[src/rtl/path_monitor_params.svh]
// register map, field layout, reset values and thresholds of the path monitor
`ifndef PATH_MONITOR_PARAMS_SVH
`define PATH_MONITOR_PARAMS_SVH

`define ADDR_W            8
`define DATA_W            32
`define ADDR_CTRL         8'h00
`define ADDR_THRESH       8'h04
`define ADDR_ES_CNT       8'h08
`define ADDR_SES_CNT      8'h0c
`define ADDR_BBE_CNT      8'h10
`define ADDR_FE_SES_CNT   8'h14
`define ADDR_LAST_SEC     8'h18
`define ADDR_IRQ_STATUS   8'h1c
`define ADDR_IRQ_ENABLE   8'h20
`define ADDR_IRQ_CLEAR    8'h24

`define CTRL_TYPE         1:0
`define CTRL_FMT          3:2
`define CTRL_CUSTOM       4
`define THRESH_FIELD      15:0
`define LAST_EB           13:0
`define LAST_CONSEC       29:16
`define IRQ_FIELD         2:0
`define IRQ_ES            0
`define IRQ_SES           1
`define IRQ_FE_SES        2

`define CTRL_TYPE_RST     2'h0
`define CTRL_FMT_RST      2'h1
`define THRESH_RST        16'h0000

// nominal thresholds per format
`define THR_1544          16'h0140
`define THR_2048          16'h0325
`define THR_44736         16'h098c
`define THR_44736_LEGACY  16'h002d

// bits per block per format
`define BITS_1544         13'h1218
`define BITS_2048         13'h0800
`define BITS_44736        13'h1298

`define CNT_W             32
`define SEC_W             14
`define BIT_W             13

`endif

[src/rtl/path_monitor_pkg.sv]
// types shared by the path performance monitor
package path_monitor_pkg;
`include "path_monitor_params.svh"

    typedef enum logic [1:0] {
        PATH_FRAME_BLOCK = 2'h0,
        PATH_FRAME       = 2'h1,
        PATH_OTHER_FRAME = 2'h2,
        PATH_UNFRAMED    = 2'h3
    } path_type_e;

    typedef enum logic [1:0] {
        FMT_1544         = 2'h0,
        FMT_2048         = 2'h1,
        FMT_44736        = 2'h2,
        FMT_44736_LEGACY = 2'h3
    } fmt_e;

    typedef struct packed {
        path_type_e             ctrl_type;
        fmt_e                   ctrl_fmt;
        logic                   ctrl_custom;
        logic [15:0]            thresh;
        logic [`BIT_W-1:0]      bit_cnt;
        logic                   blk_anom;
        logic                   blk_def;
        logic                   blk_fae;
        logic                   prev_blk_fae;
        logic [`SEC_W-1:0]      sec_eb;
        logic                   sec_def;
        logic [`SEC_W-1:0]      consec;
        logic [`SEC_W-1:0]      rei_cnt;
        logic                   rdi_sec;
        logic [`CNT_W-1:0]      es_cnt;
        logic [`CNT_W-1:0]      ses_cnt;
        logic [`CNT_W-1:0]      bbe_cnt;
        logic [`CNT_W-1:0]      fe_ses_cnt;
        logic [`SEC_W-1:0]      last_eb;
        logic [`SEC_W-1:0]      last_consec;
        logic [2:0]             irq_status;
        logic [2:0]             irq_enable;
        logic [`DATA_W-1:0]     rdata;
    } monitor_state_s;

endpackage

[src/rtl/pdh_path_perf_monitor.sv]
// per-path in-service error performance monitor for plesiochronous paths
//
// How it works
// - two anomaly strobes per block: frame word error and block check error.
// - three defect levels: signal lost, alarm indication, frame alignment lost.
// - anomalies only count while no enabled defect is present.
// - type 1 uses all three defects and both anomalies.
// - type 2 uses all defects and frame word errors only.
// - type 3 uses two defects, frame word errors, counts consecutive frame word errors.
// - type 4 uses only signal lost and alarm indication, no error checks.
// - a second with an enabled anomaly or defect is errored (types 1-3).
// - severely errored when anomaly blocks reach threshold or a defect occurs.
// - type 1 counts background block errors in seconds not severely errored.
// - at most one anomaly counted per block interval.
// - threshold settable to 320 or 805 for the two lower formats.
// - highest format threshold 2444, or 45 as legacy choice.
// - block length per format: 4632, 2048 or 4760 bits.
// - remote defect and error indications estimate far-end severe seconds.
//
// Implementation choices: the register offsets and the strobed register port.
`timescale 1ns/1ps
`include "path_monitor_params.svh"
module pdh_path_perf_monitor
    import path_monitor_pkg::*;
(
    input  wire logic                 clk,
    input  wire logic                 rst_b,
    input  wire logic                 clk_en,
    input  wire logic                 second_tick,
    input  wire logic                 bit_strobe,
    input  wire logic                 frame_align_error,
    input  wire logic                 block_check_error,
    input  wire logic                 signal_lost,
    input  wire logic                 alarm_indication_seen,
    input  wire logic                 frame_align_lost,
    input  wire logic                 remote_defect_indication,
    input  wire logic                 remote_error_indication,
    input  wire logic [`ADDR_W-1:0]   reg_addr,
    input  wire logic [`DATA_W-1:0]   reg_wdata,
    input  wire logic                 reg_wr,
    input  wire logic                 reg_rd,
    output logic      [`DATA_W-1:0]   reg_rdata,
    output logic                      irq
);

    // saturating add, shared by the four 32-bit second and block counters
    function automatic logic [`CNT_W-1:0] sat_add(
        input logic [`CNT_W-1:0] a,
        input logic [`CNT_W-1:0] b
    );
        logic [`CNT_W:0] s;
        s = {1'b0, a} + {1'b0, b};
        return s[`CNT_W] ? '1 : s[`CNT_W-1:0];
    endfunction

    function automatic logic [`SEC_W-1:0] sat_inc14(
        input logic [`SEC_W-1:0] a,
        input logic              inc
    );
        logic [`SEC_W:0] s;
        s = {1'b0, a} + {{`SEC_W{1'b0}}, inc};
        return s[`SEC_W] ? '1 : s[`SEC_W-1:0];
    endfunction

    function automatic logic [15:0] default_thresh(input fmt_e f);
        case (f)
            FMT_1544:         return `THR_1544;
            FMT_2048:         return `THR_2048;
            FMT_44736:        return `THR_44736;
            default:          return `THR_44736_LEGACY;
        endcase
    endfunction

    function automatic logic [`BIT_W-1:0] block_bits(input fmt_e f);
        case (f)
            FMT_1544: return `BITS_1544;
            FMT_2048: return `BITS_2048;
            default:  return `BITS_44736;
        endcase
    endfunction

    // reset released through two flops
    logic rst_meta_b;
    logic rst_sync_b;

    always_ff @(posedge clk or negedge rst_b) begin
        if (!rst_b) begin
            rst_meta_b <= 1'b0;
            rst_sync_b <= 1'b0;
        end else begin
            rst_meta_b <= 1'b1;
            rst_sync_b <= rst_meta_b;
        end
    end

    monitor_state_s st;
    monitor_state_s next_st;

    logic              use_fae;
    logic              use_bce;
    logic              use_lof;
    logic              unframed;
    logic              defect_now;
    logic              anom_now;
    logic              block_end;
    logic              block_counts;
    logic [15:0]       thr;
    logic [`SEC_W-1:0] eb_total;
    logic              sec_def_total;
    logic              is_ses;
    logic              is_es;
    logic              fe_ses;
    logic [`SEC_W-1:0] rei_total;
    logic [`SEC_W-1:0] consec_total;
    logic [2:0]        irq_set;
    logic [2:0]        irq_clr;

    always_comb begin
        use_fae  = (st.ctrl_type != PATH_UNFRAMED);
        use_bce  = (st.ctrl_type == PATH_FRAME_BLOCK);
        use_lof  = (st.ctrl_type == PATH_FRAME_BLOCK) ||
                   (st.ctrl_type == PATH_FRAME);
        unframed = (st.ctrl_type == PATH_UNFRAMED);
        defect_now = signal_lost || alarm_indication_seen ||
                     (use_lof && frame_align_lost);
        // anomalies seen during a defect are discarded
        anom_now = !defect_now &&
                   ((use_fae && frame_align_error) ||
                    (use_bce && block_check_error));
        block_end = bit_strobe &&
                    (st.bit_cnt == block_bits(st.ctrl_fmt) - `BIT_W'(1));
        // a block touched by a defect contributes no errored block
        block_counts = block_end && !unframed &&
                       (st.blk_anom || anom_now) &&
                       !(st.blk_def || defect_now);
        thr = st.ctrl_custom ? st.thresh : default_thresh(st.ctrl_fmt);
        eb_total = sat_inc14(st.sec_eb, block_counts);
        sec_def_total = st.sec_def || defect_now;
        is_ses = sec_def_total ||
                 (!unframed && ({2'b00, eb_total} >= thr));
        is_es = is_ses || (eb_total != '0);
        rei_total = sat_inc14(st.rei_cnt, remote_error_indication);
        fe_ses = st.rdi_sec || remote_defect_indication ||
                 ({2'b00, rei_total} >= thr);
        consec_total = sat_inc14(st.consec,
                                 block_end && st.prev_blk_fae &&
                                 (st.blk_fae || (frame_align_error && !defect_now)) &&
                                 st.ctrl_type == PATH_OTHER_FRAME);
        irq_set = '0;
        if (second_tick) begin
            irq_set[`IRQ_ES]     = is_es;
            irq_set[`IRQ_SES]    = is_ses;
            irq_set[`IRQ_FE_SES] = fe_ses;
        end
        irq_clr = (reg_wr && reg_addr == `ADDR_IRQ_CLEAR) ?
                  reg_wdata[`IRQ_FIELD] : 3'h0;
    end

    always_comb begin
        next_st = st;

        // block timing from the received bit strobe
        if (bit_strobe) begin
            next_st.bit_cnt = block_end ? '0 : st.bit_cnt + `BIT_W'(1);
        end
        if (block_end) begin
            next_st.blk_anom     = 1'b0;
            next_st.blk_def      = 1'b0;
            next_st.blk_fae      = 1'b0;
            next_st.prev_blk_fae = st.blk_fae || (frame_align_error && !defect_now);
        end else begin
            next_st.blk_anom = st.blk_anom || anom_now;
            next_st.blk_def  = st.blk_def || defect_now;
            next_st.blk_fae  = st.blk_fae || (use_fae && frame_align_error && !defect_now);
        end

        next_st.sec_eb  = eb_total;
        next_st.sec_def = sec_def_total;
        next_st.consec  = consec_total;
        next_st.rei_cnt = rei_total;
        next_st.rdi_sec = st.rdi_sec || remote_defect_indication;

        // second boundary closes the interval and restarts it
        if (second_tick) begin
            if (is_es && !unframed) begin
                next_st.es_cnt = sat_add(st.es_cnt, `CNT_W'(1));
            end else if (is_ses) begin
                // unframed paths: errored equals severely errored
                next_st.es_cnt = sat_add(st.es_cnt, `CNT_W'(1));
            end
            if (is_ses) begin
                next_st.ses_cnt = sat_add(st.ses_cnt, `CNT_W'(1));
            end
            if (use_bce && !is_ses) begin
                next_st.bbe_cnt = sat_add(st.bbe_cnt,
                                          {{(`CNT_W-`SEC_W){1'b0}}, eb_total});
            end
            if (fe_ses) begin
                next_st.fe_ses_cnt = sat_add(st.fe_ses_cnt, `CNT_W'(1));
            end
            next_st.last_eb     = eb_total;
            next_st.last_consec = consec_total;
            next_st.sec_eb      = '0;
            next_st.sec_def     = 1'b0;
            next_st.consec      = '0;
            next_st.rei_cnt     = '0;
            next_st.rdi_sec     = 1'b0;
        end

        // set wins over a clear in the same cycle
        next_st.irq_status = (st.irq_status & ~irq_clr) | irq_set;

        if (reg_wr) begin
            case (reg_addr)
                `ADDR_CTRL: begin
                    next_st.ctrl_type   = path_type_e'(reg_wdata[`CTRL_TYPE]);
                    next_st.ctrl_fmt    = fmt_e'(reg_wdata[`CTRL_FMT]);
                    next_st.ctrl_custom = reg_wdata[`CTRL_CUSTOM];
                    // block phase restarts with the new format
                    next_st.bit_cnt     = '0;
                end
                `ADDR_THRESH:     next_st.thresh     = reg_wdata[`THRESH_FIELD];
                `ADDR_ES_CNT:     next_st.es_cnt     = '0;
                `ADDR_SES_CNT:    next_st.ses_cnt    = '0;
                `ADDR_BBE_CNT:    next_st.bbe_cnt    = '0;
                `ADDR_FE_SES_CNT: next_st.fe_ses_cnt = '0;
                `ADDR_IRQ_ENABLE: next_st.irq_enable = reg_wdata[`IRQ_FIELD];
                default: begin
                end
            endcase
        end

        next_st.rdata = '0;
        if (reg_rd) begin
            case (reg_addr)
                `ADDR_CTRL: begin
                    next_st.rdata[`CTRL_TYPE]   = st.ctrl_type;
                    next_st.rdata[`CTRL_FMT]    = st.ctrl_fmt;
                    next_st.rdata[`CTRL_CUSTOM] = st.ctrl_custom;
                end
                `ADDR_THRESH:     next_st.rdata[`THRESH_FIELD] = st.thresh;
                `ADDR_ES_CNT:     next_st.rdata = st.es_cnt;
                `ADDR_SES_CNT:    next_st.rdata = st.ses_cnt;
                `ADDR_BBE_CNT:    next_st.rdata = st.bbe_cnt;
                `ADDR_FE_SES_CNT: next_st.rdata = st.fe_ses_cnt;
                `ADDR_LAST_SEC: begin
                    next_st.rdata[`LAST_EB]     = st.last_eb;
                    next_st.rdata[`LAST_CONSEC] = st.last_consec;
                end
                `ADDR_IRQ_STATUS: next_st.rdata[`IRQ_FIELD] = st.irq_status;
                `ADDR_IRQ_ENABLE: next_st.rdata[`IRQ_FIELD] = st.irq_enable;
                default:          next_st.rdata = '0;
            endcase
        end
    end

    always_ff @(posedge clk or negedge rst_sync_b) begin
        if (!rst_sync_b) begin
            st             <= '0;
            st.ctrl_type   <= path_type_e'(`CTRL_TYPE_RST);
            st.ctrl_fmt    <= fmt_e'(`CTRL_FMT_RST);
            st.thresh      <= `THRESH_RST;
        end else if (clk_en) begin
            st <= next_st;
        end
    end

    assign reg_rdata = st.rdata;
    assign irq       = |(st.irq_status & st.irq_enable);

endmodule

[config.mk]
export PLATFORM = sky130hd
export DESIGN_NAME = pdh_path_perf_monitor
export DESIGN_NICKNAME = d
export VERILOG_FILES = /design/src/rtl/path_monitor_pkg.sv /design/src/rtl/pdh_path_perf_monitor.sv
export VERILOG_INCLUDE_DIRS = /design/src /design/src/rtl
export SDC_FILE = /design/constraint.sdc
export NUM_CORES = 1
export LEC_CHECK = 0
export BUFFER_PORTS_ARGS = -buffer_cell sky130_fd_sc_hd__buf_2
export CORE_MARGIN = 3
export CORE_UTILIZATION = 45
export DETAILED_ROUTE_END_ITERATION = 10
export PLACE_DENSITY_LB_ADDON = 0.08
export SLEW_MARGIN = 20
export SYNTH_ARGS = -nofsm -noshare
export SYNTH_HDL_FRONTEND = slang
export SYNTH_SLANG_ARGS = --single-unit
[constraint.sdc]
create_clock -name clk -period 8.2 [get_ports clk]
set_input_delay 0.82 -clock clk [delete_from_list [all_inputs] [get_ports clk]]
set_output_delay 0.82 -clock clk [all_outputs]
set_load 0.02 [all_outputs]
==> run metrics, run 1 <==
leakage power roughly 0.0083 µW; Sum Neg Setup Slack 0 ns; Final Instance Area 19100 µm²; die footprint a little over 40000 µm²; # clock sinks about 280; DP HPWL roughly 40 mm; commonest non-fill, non-tap cells in the layout sky130_fd_sc_hd__dfrtp_1, sky130_fd_sc_hd__nand2_1, sky130_fd_sc_hd__o21ai_0; clock tree from TritonCTS done; number of library cell types mapped by synthesis 80; count of vias placed by the detailed router 15900; DRT Pass-1 Iters 6; worst IR drop on VDD 0.196 mV; dominant synthesized flop cell sky130_fd_sc_hd__dfrtp_1; WL/cell 22.8 µm; switching share of total power 26.3%; EDFF count, synth 0; number of buffers inserted during clock tree synthesis 36; power after layout between 3000 and 4000 µW; Vias/cell between 6 and 7; worst slew margin relative to its limit between 20% and 30%; final hold vios 0; Inst Count DP approximately 2400; critical path type reg -> reg; global-route wire length before repair slightly below 90 mm; share of total power in combinational logic around 7.7%; Yosys warning total 0; data required time at the worst endpoint approximately 8.7 ns; clock share of power just under 50%; max-cap violation count 0; startpoint type of the worst setup path flip-flop; RSZ-0062 raised after global routing false; global router's overall resource usage between 20% and 30%; deepest level of the CTS H-tree 2; cell type with the highest aggregate area in the netlist sky130_fd_sc_hd__dfrtp_1; count of inserted antenna diode cells 0; clock-pin slew on the worst setup and hold paths around 0.06 ns; post-synthesis sequential area ratio between 40 and 50%; register bit total from synthesis roughly 280; design internal power around 2600 µW; final setup violation count 0; cts-stage hold buffer count 0; worst hold slack about 0.044 ns; number of pins with negative max-slew slack in the final report 0; power density over the cells around 180 nW/µm²; DRT Wirelength 56.6 mm; clk buf depth 3; global placement routability congestion 0.942; endpoint class of the critical path flip-flop; number of antenna violations at the first check in global routing 0; Site Rows 71; layout cells sized above 1 between 10% and 20%; Clk Latency, worst-skew pair ~0.55 ns; number of global-route vias before repair ~15000; most common cell after layout, fill and taps aside sky130_fd_sc_hd__dfrtp_1; share of the synthesized area in the top cell type 40.1%; sw power approximately 910 µW; Slew @ Worst Pin 1.10 ns; core area 37800 µm²; Post-Layout Cell Count roughly 2500; final critical-path required period a little under 7 ns; asr flop ratio synth 100%; period utilization between 80% and 90%; Chip Height just over 200 µm; fmax between 0.1 and 0.15 GHz; arrival time at the worst endpoint roughly 7 ns; largest net degree at the start of global routing approximately 150; number of instances in the synthesized netlist between 1500 and 2000; Die X 202 µm; number of inserted filler cells in the final layout between 3000 and 4000; Starting Density about 46%; Net count, final 2046; area of the mapped netlist between 15000 and 20000 µm²; Port-buffer cells 70; top post-synthesis cells by area sky130_fd_sc_hd__dfrtp_1, sky130_fd_sc_hd__nand2_1, sky130_fd_sc_hd__o21ai_0; post-synthesis area per instance 8.87 µm²; run status complete, no violations; violation count after the first detailed-route iteration between 1000 and 1500; Post-CTS Setup Repair Bufs 0; post-cts repair resize count 0; clock tree skew after final layout around 0.015 ns; largest fanout on the critical path 20; Syn Nets between 2000 and 2500; class of the tightest hold or removal check in -> async; placed inst area ~18000 µm²; clock root buffer master sky130_fd_sc_hd__clkbuf_16; sequential cell fraction of total power 43.7%; post-detailed-route DRC marker count 0; layout overhead on the synthesized area 10.5%; I/O pin count 87; total congestion overflow 0; antenna violation net count after detailed routing 0
## cell families (layout without fill, tap and decap cells)
family                   after synthesis  count (layout)  share of synthesized area, %
buffers and inverters                206             225                          5.44
AO/OA/AOI/OAI                        669             669                          26.8
AND/OR/NAND/NOR                      650             650                          18.4
flip-flops                           278             278                          40.3
XOR/XNOR                              36              36                          1.82
other                                  1               1                        0.0217
adder cells (fa/ha/maj)               53              53                          3.88
multiplexers                          54              54                          3.32
## synth_stat cells, drive strengths merged, types with 9 or more instances
| cell type | instances |
|---|---|
| a22oi | 17 |
| and2 | 13 |
| o22a | 10 |
| dfrtp | 277 |
| o2bb2ai | 48 |
| o21a | 13 |
| a221oi | 19 |
| clkbuf | 92 |
| xor2 | 15 |
| o31ai | 30 |
| xnor2 | 21 |
| and3 | 44 |
| a41oi | 9 |
| a222oi | 16 |
| nand2 | 188 |
| nor2 | 124 |
| ha | 52 |
| nor3 | 54 |
| o22ai | 9 |
| buf | 52 |
| o21ai | 138 |
| mux2i | 27 |
| o311ai | 10 |
| mux2 | 27 |
| a31oi | 44 |
| a21oi | 124 |
| a21o | 47 |
| inv | 62 |
| a31o | 12 |
| nor4 | 28 |
| nand3 | 89 |
| or3 | 14 |
| or2 | 14 |
| nand2b | 13 |
| a211oi | 14 |
| a22o | 49 |
| o41ai | 12 |
| nand4 | 38 |
## path summary, 6_finish.rpt
kind | start | end | slack (ns) | depth (start not counted)
max reg2reg | st[245] | st[112] | 1.45 | 24
min | rst_b | rst_sync_b | 0.04 | 1
min in group clk | rst_meta_b | rst_sync_b | 0.35 | 0
max | st[245] | st[112] | 1.45 | 24
min reg2reg | rst_meta_b | rst_sync_b | 0.35 | 0
max in group asynchronous | rst_sync_b | reg_rdata[18] | 6.36 | 1
## cell type report
type | count | area (µm²) | area share, %
Multi-Input combinational cell | 1463 | 9430 | 49.4
Sequential cell | 278 | 6960 | 36.5
Clock buffer | 50 | 1060 | 5.58
Tap cell | 511 | 639 | 3.35
Timing Repair Buffer | 98 | 576 | 3.01
Inverter | 62 | 233 | 1.22
Clock inverter | 15 | 190 | 0.996
## power groups by stage
stage | Combinational, µW | Sequential, µW | Clock (µW)
4_1_cts | 269 | 1510 | 1720
3_5_place_dp | 265 | 1540 | 0
6_report | 269 | 1520 | 1680
2_1_floorplan | 180 | 1510 | 0
5_1_grt | 303 | 1520 | 1780
3_3_place_gp | 260 | 1540 | 0
## per-stage QoR
step	utilization, %	setup WS [ns]
6_report	50.6	1.45
5_1_grt	50.6	0.871
4_1_cts	50.6	1.53
3_5_place_dp	47.2	1.38
3_3_place_gp	47.2	1.50
2_1_floorplan	-	2.84
## registers in the layout, indices dropped and copies added, names as in the netlist
name and count:
reg_rdata 32, rst_meta_b 1, rst_sync_b 1, st 244
## worst max-delay path, stage by stage, from the launching register on
cell and delay (ns):
sky130_fd_sc_hd__dfrtp_1 0.44, sky130_fd_sc_hd__nor4_1 0.32, sky130_fd_sc_hd__nand3b_1 0.12, sky130_fd_sc_hd__o32ai_1 0.24
sky130_fd_sc_hd__o211ai_1 0.25, sky130_fd_sc_hd__nor4_1 0.42, sky130_fd_sc_hd__ha_1 0.30, sky130_fd_sc_hd__ha_1 0.23
sky130_fd_sc_hd__nand2_1 0.17, sky130_fd_sc_hd__nor3_1 0.40, sky130_fd_sc_hd__and3_1 0.35, sky130_fd_sc_hd__nor2_1 0.17
sky130_fd_sc_hd__inv_1 0.09, sky130_fd_sc_hd__ha_1 0.16, sky130_fd_sc_hd__inv_1 0.06, sky130_fd_sc_hd__fa_1 0.41
sky130_fd_sc_hd__nor2b_1 0.20, sky130_fd_sc_hd__o31a_1 0.22, sky130_fd_sc_hd__o311ai_0 0.25, sky130_fd_sc_hd__o31ai_1 0.54
sky130_fd_sc_hd__nand3_1 0.12, sky130_fd_sc_hd__buf_4 0.25, sky130_fd_sc_hd__o21ai_1 0.55, sky130_fd_sc_hd__o21ai_0 0.19
sky130_fd_sc_hd__a22oi_1 0.21
## per-layer routing
metal | routed length, µm | GRT usage [%] | part of all wire [%]
met2 | 25400 | 41.5 | 45
met1 | 26100 | 39.7 | 46
met4 | 1850 | 9.00 | 3.3
met5 | 0 | 0 | 0
met3 | 3250 | 3.69 | 5.7
Note: power is estimated with default switching activity, not from simulation.
==> run 2, diff against run 1 <==
clock period = 5.9 ns   (was 8.2 ns; I/O delays follow)
==> run 2 against run 1 <==
Clock skew grew 0.0073 ns. Sequential power increased by 39%. Total power grew 35%. Die area unchanged. Sequential cell count unchanged. Non-clock buffer count up 35. Final cell count increased by 1.3%. Hold slack gained 0.24 ns. Fmax increased by 23%. Core utilization is 0.54 points higher. First-iteration DRC count increased by 3.0%. Via count rose by 0.36%.
==> run metrics, run 2 (synthesis gave the netlist of run 1 again) <==
endpoint class of the critical path flip-flop; final setup violation count 0 (unchanged); sw power 1250 µW (+37%); worst slew margin relative to its limit 27.1% (+0.49 points); fmax 0.182 GHz (+23%); Crit Reg-Reg Endpoint st[129]; Seq. cell area 6960 µm² (unchanged); global-route wire length before repair 89.4 mm (+2.0%); sequential cell fraction of total power 45.2% (+1.5 points); largest fanout on the critical path 7 (-65%); design internal power 3420 µW (+34%); class of the tightest hold or removal check in -> reg; crit path launch st[247]; Reg2Reg Setup Slack 0.42 ns (-1.04 ns); post-detailed-route DRC marker count 0 (unchanged); period utilization 92.9% (+11 points); clock root buffer master sky130_fd_sc_hd__clkbuf_16; Chip Height 202 µm (unchanged); layout overhead on the synthesized area 11.7%; switching share of total power 26.7% (+0.37 points); run status complete, no violations; clock tree skew after final layout 0.0221 ns (+0.00731 ns); final hold vios 0 (unchanged); die footprint 40800 µm² (unchanged); number of pins with negative max-slew slack in the final report 0 (unchanged); Site Rows 71 (unchanged); Net count, final 2079 (+1.6%); Slew @ Worst Pin 1.09 ns (-0.00336 ns); count of inserted antenna diode cells 0 (unchanged); number of buffers inserted during clock tree synthesis 34 (-5.6%); clk buf depth 3 (unchanged); data required time at the worst endpoint 6.30 ns (-2.36 ns); count of vias placed by the detailed router 16000 (+0.36%); share of total power in combinational logic 8.2% (+0.5 points); arrival time at the worst endpoint 5.88 ns (-1.33 ns); Port-buffer cells 70 (unchanged); worst hold slack 0.281 ns (+0.237 ns); fraction of the core area covered by cells at the end of the flow 51.1% (+0.54 points); placed inst area 18100 µm² (+1.4%); violation count after the first detailed-route iteration 1497 (+3.0%); antenna violation net count after detailed routing 0 (unchanged); Vias/cell 6.36 (-0.88%); power after layout 4670 µW (+35%); clock-pin slew on the worst setup and hold paths 0.06 ns (about the same); max FFs per register 244 (unchanged); critical register-to-register path startpoint st[247]; commonest non-fill, non-tap cells in the layout sky130_fd_sc_hd__dfrtp_1, sky130_fd_sc_hd__nand2_1, sky130_fd_sc_hd__o21ai_0; clock tree from TritonCTS done; DP HPWL 40.2 mm (+0.90%); global router's overall resource usage 27.5% (+0.42 points); largest net degree at the start of global routing 168 (+11%); I/O pin count 87 (unchanged); core area 37800 µm² (unchanged); Sum Neg Setup Slack 0 ns (unchanged); deepest level of the CTS H-tree 2 (unchanged); clock share of power 46.6% (-1.9 points); Clk Latency, worst-skew pair 0.56 ns (about the same); DRT Pass-1 Iters 8 (+2); RSZ-0062 raised after global routing false; global placement routability congestion 0.928 (-1.5%); depth of the worst register-to-register path 21 (-13%); worst IR drop on VDD 0.187 mV (-4.7%); number of global-route vias before repair 15200 (+2.7%); max-cap violation count 0 (unchanged); number of inserted filler cells in the final layout 3508 (-2.2%); Most flops, register st; worst setup path endpoint st[129]; power density over the cells 242 nW/µm² (+33%); final critical-path required period 5.48 ns (-1.26 ns); area taken by multi-input logic gates 9450 µm² (+0.19%); most common cell after layout, fill and taps aside sky130_fd_sc_hd__dfrtp_1; # clock sinks 278 (unchanged); WL/cell 22.6 µm (-1.2%); Starting Density 45.8% (unchanged); critical path type reg -> reg; layout cells sized above 1 13.2% (+1.6 points); number of antenna violations at the first check in global routing 0 (unchanged); startpoint type of the worst setup path flip-flop; Die X 202 µm (unchanged); leakage power 0.00837 µW (+1.4%); Final Instance Area 19300 µm² (+1.1%); total congestion overflow 0 (unchanged); DRT Wirelength 56.6 mm (about the same)
run 2: cell count changes in the layout (fill, tap and decap cells not counted), sizes merged:
cell / delta
inv: -4
bufinv: -2
buf: +34
clkinvlp: +2
dlygate4sd3: +1
run 2: worst min path at each step:
stage               cells past startpoint         end  slack, ns     startpoint
floorplan                               0  rst_meta_b       0.29          rst_b
finish                                  2     st[265]       0.28  reg_wdata[10]
global route                            2     st[273]       0.27   reg_wdata[3]
global placement                        0  rst_sync_b       0.34     rst_meta_b
CTS                                     2     st[260]       0.25   reg_wdata[5]
detailed placement                      0  rst_sync_b       0.34     rst_meta_b
run 2: what timing repair did:
action	4_1_cts	5_1_grt
hold buffers	1	0
setup buffers	0	1
hold endpoints to repair	2	0
endpoints found under the setup margin	0	89
gates resized for setup	0	10
run 2: metal layers:
metal	GRT usage, %	wire length, µm
met3	3.96	3370
met5	0	0
met2	42.5	25300
met1	40.2	26200
met4	8.42	1730
run 2: per-stage QoR:
stage	cells	worst slack, ns
floorplan	1947	0.626
global placement	2445	0.182
detailed placement	2445	0.104
CTS	2507	0.0607
global route	2508	0.0216
finish	2508	0.416
run 2: worst max-delay path, cell delays in order, from the launching register on:
cell                       delay [ns]
sky130_fd_sc_hd__dfrtp_1         0.45
sky130_fd_sc_hd__nor4_2          0.29
sky130_fd_sc_hd__nand3b_1        0.14
sky130_fd_sc_hd__o32ai_2         0.22
sky130_fd_sc_hd__o211ai_1        0.14
sky130_fd_sc_hd__nor4_2          0.31
sky130_fd_sc_hd__ha_1            0.24
sky130_fd_sc_hd__ha_1            0.22
sky130_fd_sc_hd__nand2_1         0.10
sky130_fd_sc_hd__buf_4           0.17
sky130_fd_sc_hd__nor4_2          0.30
sky130_fd_sc_hd__mux2i_1         0.30
sky130_fd_sc_hd__inv_1           0.12
sky130_fd_sc_hd__ha_1            0.32
sky130_fd_sc_hd__nand4_1         0.11
sky130_fd_sc_hd__o21ai_0         0.09
sky130_fd_sc_hd__a31oi_1         0.25
sky130_fd_sc_hd__a31oi_1         0.26
sky130_fd_sc_hd__or2_2           0.41
sky130_fd_sc_hd__or3_1           0.46
sky130_fd_sc_hd__nor3_1          0.29
sky130_fd_sc_hd__a211oi_1        0.13
run 2: area by class of cell:
| type | count | share of cell area, % |
|---|---|---|
| Sequential cell | 278 | 36.1 |
| Inverter | 62 | 1.21 |
| Clock inverter | 11 | 0.687 |
| Multi-Input combinational cell | 1463 | 48.9 |
| Timing Repair Buffer | 133 | 4.42 |
| Clock buffer | 50 | 5.35 |
| Tap cell | 511 | 3.31 |
run 2: power groups by stage:
stage	combinational, µW	sequential (µW)	clock, µW
after floorplan	250	2100	0
after global placement	371	2130	0
after detailed placement	379	2140	0
after CTS	382	2100	2230
after global routing	433	2120	2300
final	383	2110	2180
